### src/core/lfa_pkg.sv
/*
 * Package for the lane FIFO alarm and sample timing register slice.
 * Holds register indices, reset values, field positions and the struct
 * that carries trim values to the converter cores.
 * Assumes APB with 32-bit data; printed offsets are register indices.
 */
package lfa_pkg;
    // Printed register offsets, used as word indices
    localparam logic [11:0] IDX_LANE_FLAGS = 12'h2c4;
    localparam logic [11:0] IDX_TRIM_A = 12'h310;
    localparam logic [11:0] IDX_TRIM_B = 12'h313;
    // Block-local registers
    localparam logic [11:0] IDX_SUMMARY = 12'h2c1;
    localparam logic [11:0] IDX_IRQ_STATUS = 12'h2f0;
    localparam logic [11:0] IDX_IRQ_MASK = 12'h2f1;
    localparam logic [11:0] IDX_MODE = 12'h2f2;
    // Field positions
    localparam int SUMMARY_FIFO_BIT = 5;
    localparam int MODE_DUAL_BIT = 0;
    localparam int MODE_FGCAL_BIT = 1;
    localparam int IRQ_LANE_BIT = 0;
    localparam int IRQ_SUMMARY_BIT = 1;
    // Widths and reset values
    localparam int LANES = 16;
    localparam int TRIM_W = 8;
    localparam logic [15:0] LANE_FLAGS_RST = 16'hffff;
    localparam logic [1:0] IRQ_MASK_RST = 2'h0;
    localparam logic [1:0] MODE_RST = 2'h1;

    typedef struct packed {
        logic a_valid;
        logic [7:0] a_trim;
        logic b_valid;
        logic [7:0] b_trim;
    } lfa_trim_t;
endpackage

### src/core/lfa_apb_slave.sv
/*
 * Plain APB slave front end: decodes setup/access phases into one-cycle
 * write and read strobes with a word index. Zero wait states.
 * Assumes a single clock and a well-behaved APB master.
 */
`timescale 1ns/100ps
module lfa_apb_slave (
    input wire logic pclk,
    input wire logic presetn,
    input wire logic psel,
    input wire logic penable,
    input wire logic pwrite,
    input wire logic [13:0] paddr,
    output logic pready,
    output logic pslverr,
    output logic wr_stb,
    output logic rd_stb,
    output logic [11:0] idx
);
    // Every access completes in its first access cycle
    assign pready = 1'b1;
    assign pslverr = 1'b0;
    assign idx = paddr[13:2];
    assign wr_stb = psel & penable & pwrite;
    assign rd_stb = psel & penable & ~pwrite;
endmodule

### src/core/lfa_regs.sv
/*
 * Register slice: per-lane FIFO error flags with summary bit, interrupt
 * status/mask, and dual-channel sampling trim for cores A and B.
 * Assumes APB on pclk; lane error inputs are level conditions from
 * another domain and are synchronised here; trim defaults arrive as
 * factory values held stable by the caller at and after reset release.
 */
`timescale 1ns/100ps
module lfa_regs #(
    parameter int LANES = 16,
    parameter int TRIM_W = 8
) (
    input wire logic pclk,
    input wire logic presetn,
    input wire logic psel,
    input wire logic penable,
    input wire logic pwrite,
    input wire logic [13:0] paddr,
    input wire logic [31:0] pwdata,
    output logic [31:0] prdata,
    output logic pready,
    output logic pslverr,
    input wire logic [LANES-1:0] lane_fifo_err,
    input wire logic [LANES-1:0] lane_active,
    input wire logic [TRIM_W-1:0] factory_trim_a,
    input wire logic [TRIM_W-1:0] factory_trim_b,
    output lfa_pkg::lfa_trim_t trim_out,
    output logic fifo_error_summary_bit,
    output logic irq
);
    logic wr_stb;
    logic rd_stb;
    logic [11:0] idx;
    logic [LANES-1:0] err_meta_q;
    logic [LANES-1:0] err_sync_q;
    logic [LANES-1:0] lane_flags_q;
    logic summary_q;
    logic [1:0] irq_stat_q;
    logic [1:0] irq_mask_q;
    logic [1:0] mode_q;
    logic [TRIM_W-1:0] trim_a_q;
    logic [TRIM_W-1:0] trim_b_q;
    logic trim_loaded_q;
    logic lane_evt;
    logic summary_evt;
    logic [31:0] rdata_d;
    logic [31:0] prdata_q;

    // Bus front end
    lfa_apb_slave u_apb (
        .pclk(pclk),
        .presetn(presetn),
        .psel(psel),
        .penable(penable),
        .pwrite(pwrite),
        .paddr(paddr),
        .pready(pready),
        .pslverr(pslverr),
        .wr_stb(wr_stb),
        .rd_stb(rd_stb),
        .idx(idx)
    );

    // Two-stage synchroniser on lane error levels
    always_ff @(posedge pclk or negedge presetn) begin
        if (!presetn) begin
            err_meta_q <= '0;
            err_sync_q <= '0;
        end else begin
            err_meta_q <= lane_fifo_err;
            err_sync_q <= err_meta_q;
        end
    end

    // Per-lane sticky flags, set wins over clear
    always_ff @(posedge pclk or negedge presetn) begin
        if (!presetn) begin
            lane_flags_q <= lfa_pkg::LANE_FLAGS_RST;
        end else begin
            for (int i = 0; i < LANES; i++) begin
                if (err_sync_q[i]) begin
                    lane_flags_q[i] <= 1'b1;
                end else if (wr_stb && idx == lfa_pkg::IDX_SUMMARY &&
                        pwdata[lfa_pkg::SUMMARY_FIFO_BIT]) begin
                    lane_flags_q[i] <= 1'b0;
                end else if (wr_stb && idx == lfa_pkg::IDX_LANE_FLAGS &&
                        pwdata[i]) begin
                    lane_flags_q[i] <= 1'b0;
                end
            end
        end
    end

    // Summary FIFO alarm bit, set by any active lane error
    assign summary_evt = |(err_sync_q & lane_active);
    always_ff @(posedge pclk or negedge presetn) begin
        if (!presetn) begin
            summary_q <= 1'b1;
        end else if (summary_evt) begin
            summary_q <= 1'b1;
        end else if (wr_stb && idx == lfa_pkg::IDX_SUMMARY &&
                pwdata[lfa_pkg::SUMMARY_FIFO_BIT]) begin
            summary_q <= 1'b0;
        end
    end
    assign fifo_error_summary_bit = summary_q;

    // Interrupt status: sticky, cleared by reading it
    assign lane_evt = |err_sync_q;
    always_ff @(posedge pclk or negedge presetn) begin
        if (!presetn) begin
            irq_stat_q <= '0;
        end else begin
            if (lane_evt) begin
                irq_stat_q[lfa_pkg::IRQ_LANE_BIT] <= 1'b1;
            end else if (rd_stb && idx == lfa_pkg::IDX_IRQ_STATUS) begin
                irq_stat_q[lfa_pkg::IRQ_LANE_BIT] <= 1'b0;
            end
            if (summary_evt) begin
                irq_stat_q[lfa_pkg::IRQ_SUMMARY_BIT] <= 1'b1;
            end else if (rd_stb && idx == lfa_pkg::IDX_IRQ_STATUS) begin
                irq_stat_q[lfa_pkg::IRQ_SUMMARY_BIT] <= 1'b0;
            end
        end
    end
    assign irq = |(irq_stat_q & irq_mask_q);

    // Mask and mode control registers
    always_ff @(posedge pclk or negedge presetn) begin
        if (!presetn) begin
            irq_mask_q <= lfa_pkg::IRQ_MASK_RST;
            mode_q <= lfa_pkg::MODE_RST;
        end else if (wr_stb) begin
            if (idx == lfa_pkg::IDX_IRQ_MASK) begin
                irq_mask_q <= pwdata[1:0];
            end else if (idx == lfa_pkg::IDX_MODE) begin
                mode_q <= pwdata[1:0];
            end
        end
    end

    // Trim registers: factory load after reset release, then software
    always_ff @(posedge pclk or negedge presetn) begin
        if (!presetn) begin
            trim_a_q <= '0;
            trim_b_q <= '0;
            trim_loaded_q <= 1'b0;
        end else if (!trim_loaded_q) begin
            trim_a_q <= factory_trim_a;
            trim_b_q <= factory_trim_b;
            trim_loaded_q <= 1'b1;
        end else if (wr_stb) begin
            if (idx == lfa_pkg::IDX_TRIM_A) begin
                trim_a_q <= pwdata[TRIM_W-1:0];
            end else if (idx == lfa_pkg::IDX_TRIM_B) begin
                trim_b_q <= pwdata[TRIM_W-1:0];
            end
        end
    end

    // Trim delivery gated by operating mode
    always_comb begin
        trim_out.a_trim = trim_a_q;
        trim_out.b_trim = trim_b_q;
        trim_out.a_valid = mode_q[lfa_pkg::MODE_DUAL_BIT];
        trim_out.b_valid = mode_q[lfa_pkg::MODE_DUAL_BIT] &
            mode_q[lfa_pkg::MODE_FGCAL_BIT];
    end

    // Read mux; unmapped reads return zero
    always_comb begin
        rdata_d = '0;
        if (idx == lfa_pkg::IDX_LANE_FLAGS) begin
            rdata_d[LANES-1:0] = lane_flags_q;
        end else if (idx == lfa_pkg::IDX_SUMMARY) begin
            rdata_d[lfa_pkg::SUMMARY_FIFO_BIT] = summary_q;
        end else if (idx == lfa_pkg::IDX_TRIM_A) begin
            rdata_d[TRIM_W-1:0] = trim_a_q;
        end else if (idx == lfa_pkg::IDX_TRIM_B) begin
            rdata_d[TRIM_W-1:0] = trim_b_q;
        end else if (idx == lfa_pkg::IDX_IRQ_STATUS) begin
            rdata_d[1:0] = irq_stat_q;
        end else if (idx == lfa_pkg::IDX_IRQ_MASK) begin
            rdata_d[1:0] = irq_mask_q;
        end else if (idx == lfa_pkg::IDX_MODE) begin
            rdata_d[1:0] = mode_q;
        end
    end

    // Read data registered in setup phase, valid in access phase
    always_ff @(posedge pclk or negedge presetn) begin
        if (!presetn) begin
            prdata_q <= '0;
        end else if (psel && !penable) begin
            prdata_q <= rdata_d;
        end
    end
    assign prdata = prdata_q;
endmodule

### config.mk
export PLATFORM = sky130hd
export DESIGN_NAME = lfa_regs
export DESIGN_NICKNAME = d
export VERILOG_FILES = /design/src/core/lfa_pkg.sv /design/src/core/lfa_apb_slave.sv /design/src/core/lfa_regs.sv
export SDC_FILE = /design/constraint.sdc
export NUM_CORES = 1
export LEC_CHECK = 0
export ABC_CLOCK_PERIOD_IN_PS = 1160
export BUFFER_PORTS_ARGS = -buffer_cell sky130_fd_sc_hd__buf_2
export CAP_MARGIN = 20
export CORE_ASPECT_RATIO = 1.2
export CORE_MARGIN = 3
export CORE_UTILIZATION = 25
export CTS_CLUSTER_DIAMETER = 60
export DETAILED_ROUTE_END_ITERATION = 8
export PLACE_DENSITY = 0.56
export SLEW_MARGIN = 20
export SYNTH_ARGS = -nofsm -noshare
export SYNTH_HDL_FRONTEND = slang
export SYNTH_SLANG_ARGS = --single-unit
### constraint.sdc
create_clock -name pclk -period 1.16 [get_ports pclk]
set_input_delay 0.116 -clock pclk [delete_from_list [all_inputs] [get_ports pclk]]
set_output_delay 0.116 -clock pclk [all_outputs]
set_load 0.005 [all_outputs]
# ---- After elaboration in Yosys (flattened, before gate mapping)
# Cells that the tools add are included.
dict set report totals {
  ff_bits 88
  output_inout_bits 54
  inputBits 99
  elab_cells 165
}
dict set report op_classes {
  n_eq_ne 11
  bitwise_logic 8
  n_mux 71
  n_reduce_logical 48
}
# operator n
set ops {}
lappend ops {{== test 12 x 10 -> 1 bit (second input constant)} 7}
lappend ops {{2-to-1 mux 8 bit} 10}
lappend ops {{2-to-1 mux 1 bit} 54}
lappend ops {{nonzero test 3 bit} 16}
lappend ops {{OR reduction 16 bit} 2}
lappend ops {{logical AND 1 bit} 21}
lappend ops {{bitwise AND 16 bit} 1}
lappend ops {{2-to-1 mux 2 bit} 5}
lappend ops {{2-to-1 mux 6 bit} 1}
lappend ops {{AND reduction 3 bit} 2}
lappend ops {{nonzero test 2 bit} 3}
lappend ops {{2-to-1 mux 5 bit} 1}
lappend ops {{bitwise AND 1 bit} 4}
lappend ops {{!= test 2 x 1 -> 1 bit (second input constant)} 2}
lappend ops {{!= test 2 bit (second input constant)} 2}
lappend ops {{AND reduction 2 bit} 2}
lappend ops {{bitwise AND 2 bit} 1}
lappend ops {{NOT 1 bit} 2}
lappend ops {{OR reduction 2 bit} 1}
lappend ops {{zero test 1 bit} 1}

# ---- Longest topological paths before layout
# Gate-level depths: netlist (run 1).
dict set report logic_depth {
  ltp_word 8
  mapped_depth 6
  mapped_depth_nobuf 4
}

# ---- By module
# From an unflattened synthesis (run 1), not the netlist that was laid out.
dict set report unflattened {
  cells_unflattened 334
  area_unflattened_um2 3907.5
}
# module cells_per_inst area_each_um2 seq_area_each_um2 n_inst
set modules_own_cells {}
lappend modules_own_cells {lfa_regs 316 3778.6 2224.6 1}
lappend modules_own_cells {lfa_apb_slave 18 128.9 0.0 1}

# ---- Worst setup path after synthesis (run 1)
# No wires, ideal clock.
dict set report synth_timing {
  kind {input to register}
  startpoint {input paddr[10]}
  endpoint {register lane_flags_q[10]}
  arrival_time_ps 1560
  path_buffers 2
  slack_ps -478
  required_time_ps 1082
  setup_ps 78
  cell_stages 6
  path_cell_list {or4b_4 -> buf_6 -> nor4_4 -> buf_6 -> nand2_1 -> a31o_1}
}
dict set report synth_between {
  elab_chain_cells 5
  word_cells_on_any_way 9
  classes_between {2 x eq/ne; 2 x mux; 5 x reduce/logical}
}
# item line
set synth_rtl {}
lappend synth_rtl {{start, declared} lfa_regs.sv:18} ;# input wire logic [13:0] paddr,
lappend synth_rtl {{== test 12 x 10 -> 1 bit} lfa_regs.sv:83} ;# end else if (wr_stb && idx == lfa_pkg::IDX_SUMMARY &&
lappend synth_rtl {{logical AND 1 bit (2 in a row)} lfa_regs.sv:83}
lappend synth_rtl {{2-to-1 mux 1 bit} lfa_regs.sv:83}
lappend synth_rtl {{2-to-1 mux 1 bit} lfa_regs.sv:81} ;# if (err_sync_q[i]) begin
lappend synth_rtl {{end signal, assigned} lfa_regs.sv:78} ;# lane_flags_q <= lfa_pkg::LANE_FLAGS_RST;
lappend synth_rtl {{end, declared} lfa_regs.sv:36} ;# logic [LANES-1:0] lane_flags_q;
# Several ways; a longest one is shown, not always the timed one.
# A chain may end at the register's enable or synchronous reset.

# ---- Final worst setup path (run 1)
dict set report layout_timing {
  startpoint {input paddr[13]}
  endpoint {register prdata_q[7] (netlist: prdata[7])}
}
dict set report layout_between {
  elab_chain_cells 5
  word_cells_on_any_way 8
  classes_between {4 x eq/ne; 4 x mux}
}
# item line
set layout_rtl {}
lappend layout_rtl {{== test 12 x 10 -> 1 bit} lfa_regs.sv:179} ;# end else if (idx == lfa_pkg::IDX_TRIM_B) begin
lappend layout_rtl {{2-to-1 mux 6 bit} lfa_regs.sv:179}
lappend layout_rtl {{2-to-1 mux 8 bit} lfa_regs.sv:177} ;# end else if (idx == lfa_pkg::IDX_TRIM_A) begin
lappend layout_rtl {{2-to-1 mux 2 bit} lfa_regs.sv:175} ;# end else if (idx == lfa_pkg::IDX_SUMMARY) begin
lappend layout_rtl {{2-to-1 mux 8 bit (*)} lfa_regs.sv:173} ;# if (idx == lfa_pkg::IDX_LANE_FLAGS) begin
lappend layout_rtl {{end signal, assigned} lfa_regs.sv:195} ;# prdata_q <= rdata_d;
lappend layout_rtl {{end, declared} lfa_regs.sv:47} ;# logic [31:0] prdata_q;
# Mark *: on every way between the ends. The rest lies on a longest branch, timed or not.

==> results of run 1 <==
## layout by cell type, fill, tap and decap left out, types with 6 or more instances in the layout
| cell | n |
|---|---|
| mux2i_1 | 17 |
| buf_6 | 19 |
| nand3_2 | 9 |
| buf_4 | 50 |
| dlygate4sd3_1 | 18 |
| nand2_2 | 11 |
| a31o_1 | 15 |
| a21oi_1 | 18 |
| dfstp_2 | 18 |
| buf_2 | 108 |
| clkbuf_16 | 11 |
| buf_12 | 6 |
| dfrtp_1 | 70 |
| nor2_1 | 24 |
| nand2_1 | 21 |
| conb_1 | 19 |
| a22o_1 | 6 |
| nor4_4 | 6 |
## through the flow
stage	std cells	hold slack, ns	setup TNS, ns	area, um2	utilization [%]
detailed placement	687	0.197	-23.24	5020	33.5
finish	741	0.0209	-6.79	6130	40.8
CTS	731	0.00715	-5.35	5810	38.7
global route	741	0.0337	-9.12	6130	40.8
floorplan	349	-0.180	-15.36	3960	-
global placement	687	0.191	-22.79	5020	33.5
## repair_timing
action | in CTS | in global routing
cloned | 2 | 1
setup buffers | 8 | 10
endpoints found under the hold margin | 87 | 0
endpoints found under the setup margin | 39 | 58
gates resized for setup | 39 | 48
pin swaps | 22 | 48
hold buffers | 18 | 0
## final cells by class
| cell class | instances | area (um2) | share of cell area (%) |
|---|---|---|---|
| clock buffers | 9 | 225 | 3.67 |
| multi-input cells | 228 | 1820 | 29.6 |
| clock inverters | 7 | 83.8 | 1.37 |
| well taps | 204 | 255 | 4.16 |
| repair buffers | 205 | 1520 | 24.8 |
| flip-flops and latches | 88 | 2220 | 36.3 |
## cells by family (layout without fill, tap and decap cells)
logic type / Yosys count / in the layout / share of synthesized area [%]
flip-flops: 88 / 88 / 57.9
other: 2 / 19 / 0.196
AND/OR/NAND/NOR: 111 / 111 / 16.3
XOR/XNOR: 1 / 1 / 0.228
AO/OA/AOI/OAI: 75 / 75 / 14.0
buffers and inverters: 33 / 221 / 5.54
multiplexers: 22 / 22 / 5.86
## metal layers
layer | wire, um | share of wire [%]
met1 | 4800 | 40
met2 | 6360 | 53
met3 | 673 | 5.6
met4 | 210 | 1.7
met5 | 0 | 0
## critical path, cell delays in order
cell and delay, ns:
buf_6 0.09, or4b_4 0.62, buf_6 0.16, nor3_4 0.20
buf_6 0.13, buf_12 0.13, a21oi_2 0.06, a21oi_1 0.13
## path summary, 6_finish.rpt
check	start	end	slack (ns)	cells after the start
worst min-delay path	factory_trim_a[5]	trim_a_q[5]	0.02	3
worst max-delay path	paddr[13]	prdata[7]	-0.24	8
min in group asynchronous	presetn	err_meta_q[6]	0.36	3
worst min register to register	err_meta_q[15]	err_sync_q[15]	0.35	0
worst max register to register	err_sync_q[0]	irq_stat_q[1]	-0.21	4
max in group asynchronous	presetn	lane_flags_q[1]	0.43	3
## power groups by stage
stage,Sequential (W),Clock (W),Combinational (W)
after floorplan,0.00333,0,0.000271
after CTS,0.00329,0.00308,0.000821
after global routing,0.00331,0.00320,0.000974
after global placement,0.00334,0,0.000716
after detailed placement,0.00335,0,0.000726
final,0.00330,0.00299,0.000883
## state kept, by name, indices dropped and copies added (netlist names), 8 cells and up
name,count
err_sync_q,16
lane_flags_q,16
err_meta_q,16
trim_a_q,8
trim_b_q,8
prdata,16
==> flow_summary.ini, run 1 <==
[worst_setup_path]
crit_required_ns = 1.43
path_class = in2reg
worstPathArrival_ns = 1.66
startpoint_type = primary input
cp_max_fo = 8
end_kind = register

[final_layout]
drive_gt1_share_pct = 52.9
diodes = 0
nFillCells = 1406
nets = 631
syn_to_final_growth_pct = 59.6

[power_and_ir_drop]
p_int_w = 0.00537
totalPowerFinal_w = 0.00717
p_clk_share_pct = 41.7
p_sw_w = 0.00180
power_density_nw_per_um2 = 1170
seq_power_share_pct = 46.0
swShare_pct = 25.1
p_comb_share_pct = 12.3
ir_worst_vdd_mv = 0.648
p_leak_nw = 2.88

[synth]
synth-edff-count = 0
synth_top_area_share_pct = 45.6
yosysWarnings = 0
synth_flop_cell = dfrtp_1
avgSynthCellArea_um2 = 11.6
synth_common_cells = dfrtp_1 (70), nand2_1 (33), a21oi_1 (26)
yosysMostFrequentCell = dfrtp_1
seq_area_frac_synth_pct = 57.9
synth_area_um2 = 3840
synth-async-reset-ratio_pct = 100
synthTopCellsByArea = dfrtp_1 (46%), dfstp_2 (12%), mux2i_1 (4.7%)
yosys.area.top_type = dfrtp_1
ys_types = 47
ys_ff_latch = 88
synthCells = 332

[placed_design]
gp_congestion = 0.868
place_ws_ns = -0.575
hpwl_mm = 8.60
port_buffers = 116

[floorplan]
io_pins = 153
num_rows = 49
die_height_um = 142
core_area_um2 = 15000
chipWidth_um = 119
dieArea_um2 = 16900
start_util_pct = 25.6

[timing]
hold_viol = 0
rsz0062_at_grt = true
post-route-min-period_ns = 1.40
setup_viol = 41
period_share_pct = 120
skew_ns = 0.00450
fmax_ghz = 0.716
maxSlewViolCount = 0
worst_slack_ns = -0.237

[global_routing]
grt_pass1_vias = 3592
antenna_found_initial = 0
busiest_layer = met2
grt_overflow = 0
grtUsageMet3_pct = 3.07
use_met2_pct = 25.2
globalRouteTotalUtil_pct = 14.1
met1_usage_pct = 16.8
grt_pass1_wl_mm = 18.7
grt_max_degree = 89

[route]
ant_nets = 0
drt_iter0_markers = 155
vias = 3334
firstDrtPassIters = 4
wl_per_cell_um = 16.3
drt-vias-per-instance = 4.50
route.detailed.drc = 0
wirelength_mm = 12.0

[clocking]
cts-htree-levels = 3
cts_buffer_depth = 2
clk_pin_slew_worst_paths_ns = 0.07
root_buffer = clkbuf_16
cts_tree = yes
cts_buffers = 9
clk_latency_ns = 0.34
cts_sinks = 88

[flow_run]
drv_cap = 0

[outcome]
status = finished with violations
violations = setup timing

[min_path]
hp-class = in2reg
(Power assumes the default switching activity.)
==> inputs of run 2 (changes only) <==
==> constraint.sdc (replaced) <==
create_clock -name pclk -period 1.16 [get_ports pclk]
set_input_delay 0.116 -clock pclk [delete_from_list [all_inputs] [get_ports pclk]]
set_output_delay 0.116 -clock pclk [all_outputs]
set_load 0.05 [all_outputs]
==> run 2 against run 1 <==
The flow still finishes with violations (setup timing). Flip-flop and latch count unchanged. Combinational power is 39% higher. Critical path depth shrank 4. Setup slack better by 0.012 ns. Final area is 1.3% lower. Total power rose by 3.9%. Sequential power about the same. Die area did not move. Routed wire length down 4.2%. Clock power is 2% lower. Cell count decreased by 0.27%. Largest cell class unchanged. Largest power group unchanged. Highest routed layer unchanged.
==> flow_summary.ini, run 2 (same netlist as run 1, synthesis figures left out) <==
[placed_design]
gp_congestion = 0.833
dp.cells = 690
hpwl_mm = 8.41
port_buffers = 116

[route]
route.detailed.drc = 0
ant_nets = 0
drt-vias-per-instance = 4.47
wirelength_mm = 11.5
firstDrtPassIters = 4
vias = 3301
wl_per_cell_um = 15.6
drt_iter0_markers = 160

[worst_setup_path]
crit_required_ns = 1.39
worstPathArrival_ns = 1.61
startpoint_type = register
worstRegToRegCells = 4
path_class = reg2reg
end_kind = register
slowest_stage = dfrtp_1
critical-path-top-delay-family = compound AO/OA/AOI/OAI gates
rr_endpoint = irq_stat_q[1]
critPathMaxStageDelay_ns = 0.40
cp_cell_sequence = a22o_1 > a221oi_2 > and4_4 > a21bo_2
path_buf_inv = 0
rrSetupSlack_ns = -0.23
r2r_start = err_sync_q[1]
cp_max_fo = 2

[timing]
period_share_pct = 119
fmax_ghz = 0.722
worst_slack_ns = -0.225
post-route-min-period_ns = 1.39
rsz0062_at_grt = true
hold_viol = 0
skew_ns = 0.00768
setup_viol = 43
maxSlewViolCount = 0

[power_and_ir_drop]
power_density_nw_per_um2 = 1230
totalPowerFinal_w = 0.00745
p_leak_nw = 2.83
ir_worst_vdd_mv = 0.876

[clocking]
root_buffer = clkbuf_16
clk_pin_slew_worst_paths_ns = 0.07
cts-htree-levels = 3
cts_buffers = 9
clk_latency_ns = 0.34
cts_tree = yes
cts_sinks = 88
cts_buffer_depth = 2

[min_path]
whs_endpoint = trim_a_q[4]
hp-class = in2reg
hold-path-cell-count = 3
min_from = factory_trim_a[4]

[floorplan]
io_pins = 153
num_rows = 49
dieArea_um2 = 16900
chipWidth_um = 119
die_height_um = 142
start_util_pct = 25.6
core_area_um2 = 15000

[final_layout]
nets = 629
final_cell_mix = buf_2 (100), dfrtp_1 (70), buf_4 (49), nand2_1 (29), nor2_1 (24)
diodes = 0
finalNonFillerCells = 739
final_common_cell = buf_2
nFillCells = 1455
drive_gt1_share_pct = 51.4
syn_to_final_growth_pct = 57.6

[global_routing]
grt_overflow = 0
grt_max_degree = 89
globalRouteTotalUtil_pct = 13.6
grt_pass1_wl_mm = 18.1
grt_pass1_vias = 3483
antenna_found_initial = 0

[outcome]
status = finished with violations
violations = setup timing

[flow_run]
drv_cap = 0
## run 2: power by group
part	internal (W)	switching, W
clock	0.00169	0.00124
combinational	0.000452	0.000775
sequential	0.00320	0.0000941
## run 2: how the worst max path moves through the flow
stage,cells past startpoint,end,startpoint
detailed placement,5,prdata[5],paddr[10]
finish,4,irq_stat_q[1],err_sync_q[1]
CTS,4,irq_stat_q[1],err_sync_q[5]
global placement,5,prdata[1],paddr[7]
global route,4,irq_stat_q[1],err_sync_q[0]
floorplan,5,prdata[0],paddr[10]
## run 2: worst register-to-register path, stage by stage, from the launching register on
cell and delay (ns):
dfrtp_1 0.40, a22o_1 0.22, a221oi_2 0.18, and4_4 0.26
a21bo_2 0.21
## run 2: layout make-up
class | instances | area (um2) | share of cell area (%)
tap | 204 | 255 | 4.22
multi-input combinational | 228 | 1770 | 29.2
timing repair buffer | 203 | 1500 | 24.8
sequential | 88 | 2220 | 36.8
clock inverter | 7 | 77.6 | 1.28
clock buffer | 9 | 225 | 3.72
## run 2: per-layer routing
metal / wire length [um] / part of all wire (%) / up-vias / GRT usage (%)
met4: 131 / 1.1 / 0 / 3.36
met3: 587 / 5.1 / 8 / 3.51
met1: 4870 / 42 / 1619 / 16.5
met5: 0 / 0 / - / 0
met2: 5950 / 52 / 97 / 24.0
li1: - / - / 1577 / -
## run 2: stage by stage
stage               area [um2]  hold WS [ns]  setup slack (ns)  utilization [%]  TNS (ns)
floorplan                 3940        -0.180            -0.397                -    -16.31
global placement          5000         0.180            -0.533             33.3    -23.09
detailed placement        5000         0.187            -0.578             33.3    -23.85
CTS                       5710       0.00911            -0.243             38.0     -4.49
global route              6050        0.0200            -0.295             40.3     -7.60
finish                    6050        0.0171            -0.225             40.3     -5.78
## run 2: repair_timing
action,in CTS,in global routing
setup endpoints to repair,44,63
setup buffers,7,10
gates cloned,1,1
pin swaps,13,39
gates resized for setup,36,56
endpoints found under the hold margin,86,0
hold buffers,17,0
==> inputs of run 3 (changes only) <==
Settings changed: ABC_CLOCK_PERIOD_IN_PS 1160 to 1500, PLACE_DENSITY 0.56 to 0.55.
Clock period 1.16 ns to 1.5 ns, I/O delays scaled along.
==> run 3 against run 2 <==
The run now ends clean. Total power shrank 27%. Flip-flop and latch count is the same. Routed wire length shrank 5.7%. Cell count shrank 3.7%. Worst hold slack gained 0.040 ns. Clock skew is essentially flat. Highest routed layer unchanged.
==> flow_summary.ini, run 3 (same netlist as run 1, synthesis figures left out) <==
[timing]
maxSlewViolCount = 0
skew_ns = 0.00759
setup_viol = 0
hold_viol = 0
period_share_pct = 95.2
rsz0062_at_grt = false
relSlewSlack_pct = 62.4
post-route-min-period_ns = 1.43
finalSetupTns_ns = 0
worstMarginPinSlew_ns = 0.565
fmax_ghz = 0.700

[worst_setup_path]
path_buf_inv = 1
end_kind = register
cp_cell_sequence = buf_2 > or4bb_4 > or4b_1 > o211ai_1 > o21ai_1
worstRegToRegCells = 4
r2r_start = err_sync_q[1]
critPathMaxStageDelay_ns = 0.60
rr_endpoint = irq_stat_q[1]
slowest_stage = or4bb_4
cp_max_fo = 6
startpoint_type = primary input
crit_required_ns = 1.71
critical-path-top-delay-family = simple AND/OR/NAND/NOR gates
worstPathArrival_ns = 1.64
rrSetupSlack_ns = 0.11
cp.depth = 5
path_class = in2reg

[min_path]
hold-path-cell-count = 3
min_from = factory_trim_b[0]
hp-class = in2reg
whs_endpoint = trim_b_q[0]

[floorplan]
chipWidth_um = 119
start_util_pct = 25.6
dieArea_um2 = 16900
core_area_um2 = 15000
num_rows = 49
io_pins = 153
die_height_um = 142

[final_layout]
diodes = 0
final_common_cell = buf_2
drive_gt1_share_pct = 42.1
nets = 602
final_util_pct = 36.0
final_cell_mix = buf_2 (115), dfrtp_1 (70), buf_4 (39), nand2_1 (33), a21oi_1 (26)
syn_to_final_growth_pct = 40.8
fin_area_um2 = 5410
nFillCells = 1523

[global_routing]
antenna_found_initial = 0
globalRouteTotalUtil_pct = 13.0
grt_pass1_vias = 3324
grt_pass1_wl_mm = 17.3
grt_overflow = 0
grt_max_degree = 40

[clocking]
clk_latency_ns = 0.33
cts_tree = yes
clk_pin_slew_worst_paths_ns = 0.07
cts-htree-levels = 3
cts_buffer_depth = 2
root_buffer = clkbuf_16
cts_buffers = 9
cts_sinks = 88

[outcome]
status = finished clean

[route]
drt-vias-per-instance = 4.46
wl_per_cell_um = 15.3
vias = 3176
firstDrtPassIters = 4
drt_iter0_markers = 127
wirelength_mm = 10.9
route.detailed.drc = 0
ant_nets = 0

[placed_design]
hpwl_mm = 8.56
gp_congestion = 0.853
port_buffers = 116
placed_cell_area_um2 = 4940

[power_and_ir_drop]
power_density_nw_per_um2 = 1010
ir_worst_vdd_mv = 0.656
totalPowerFinal_w = 0.00544
p_leak_nw = 2.57

[flow_run]
drv_cap = 0
-- run 3: cell types whose count changed in the layout (fill, tap and decap cells not counted), moves of 4 or more --
cell      change
buf_6        -23
a21oi_1       +7
nand2_1       +4
buf_2        +15
nand3_1       +8
nand3_2       -8
buf_4        -10
nor4_1        +5
nor4_4        -4
buf_8         -4
clkbuf_4      -5
a21oi_2       -4
nand2_2       -4
-- run 3: tightest hold or removal path: stages --
cell     delay (ns)
buf_2          0.08
nor2_1         0.03
a21oi_1        0.09
-- run 3: worst max-delay path by stage --
stage,start,to,slack (ns)
floorplan,paddr[10],prdata[0],-0.09
global placement,paddr[7],lane_flags_q[15],-0.23
detailed placement,paddr[7],prdata[1],-0.25
CTS,err_sync_q[1],irq_stat_q[1],0.04
global route,err_sync_q[1],irq_stat_q[1],0.006
finish,paddr[7],prdata[1],0.07
-- run 3: per-layer routing --
metal	part of all wire (%)	wire, um	GRT usage [%]
met4	0.84	91	2.81
met2	51	5550	22.8
met1	43	4720	16.2
met3	4.8	527	3.27
met5	0	0	0
-- run 3: where the power goes --
part           total, W  internal (W)  switching, W
Sequential      0.00255       0.00248     0.0000695
Clock           0.00204       0.00113      0.000913
Combinational  0.000846      0.000286      0.000560
-- run 3: cell type report --
cell class                 count  area (um2)  area share (%)
clock buffer                  10         229            4.24
tap                          204         255            4.72
multi-input combinational    228        1520            28.0
sequential                    88        2220            41.1
clock inverter                 6        43.8           0.810
timing repair buffer         176        1140            21.1
-- run 3: what timing repair did --
item / in CTS / in global routing
hold endpoints to repair: 34 / 0
hold buffers: 17 / 0
gates resized for setup: 0 / 4
buffers inserted: 0 / 0
endpoints found under the setup margin: 0 / 2
-- run 3: per-stage QoR --
stage          hold WS (ns)  cells  setup slack (ns)
4_1_cts              0.0502    712            0.0380
5_1_grt              0.0750    712           0.00623
6_report             0.0573    712            0.0721
3_3_place_gp          0.171    679            -0.233
3_5_place_dp          0.185    679            -0.249
2_1_floorplan        -0.146    349           -0.0912
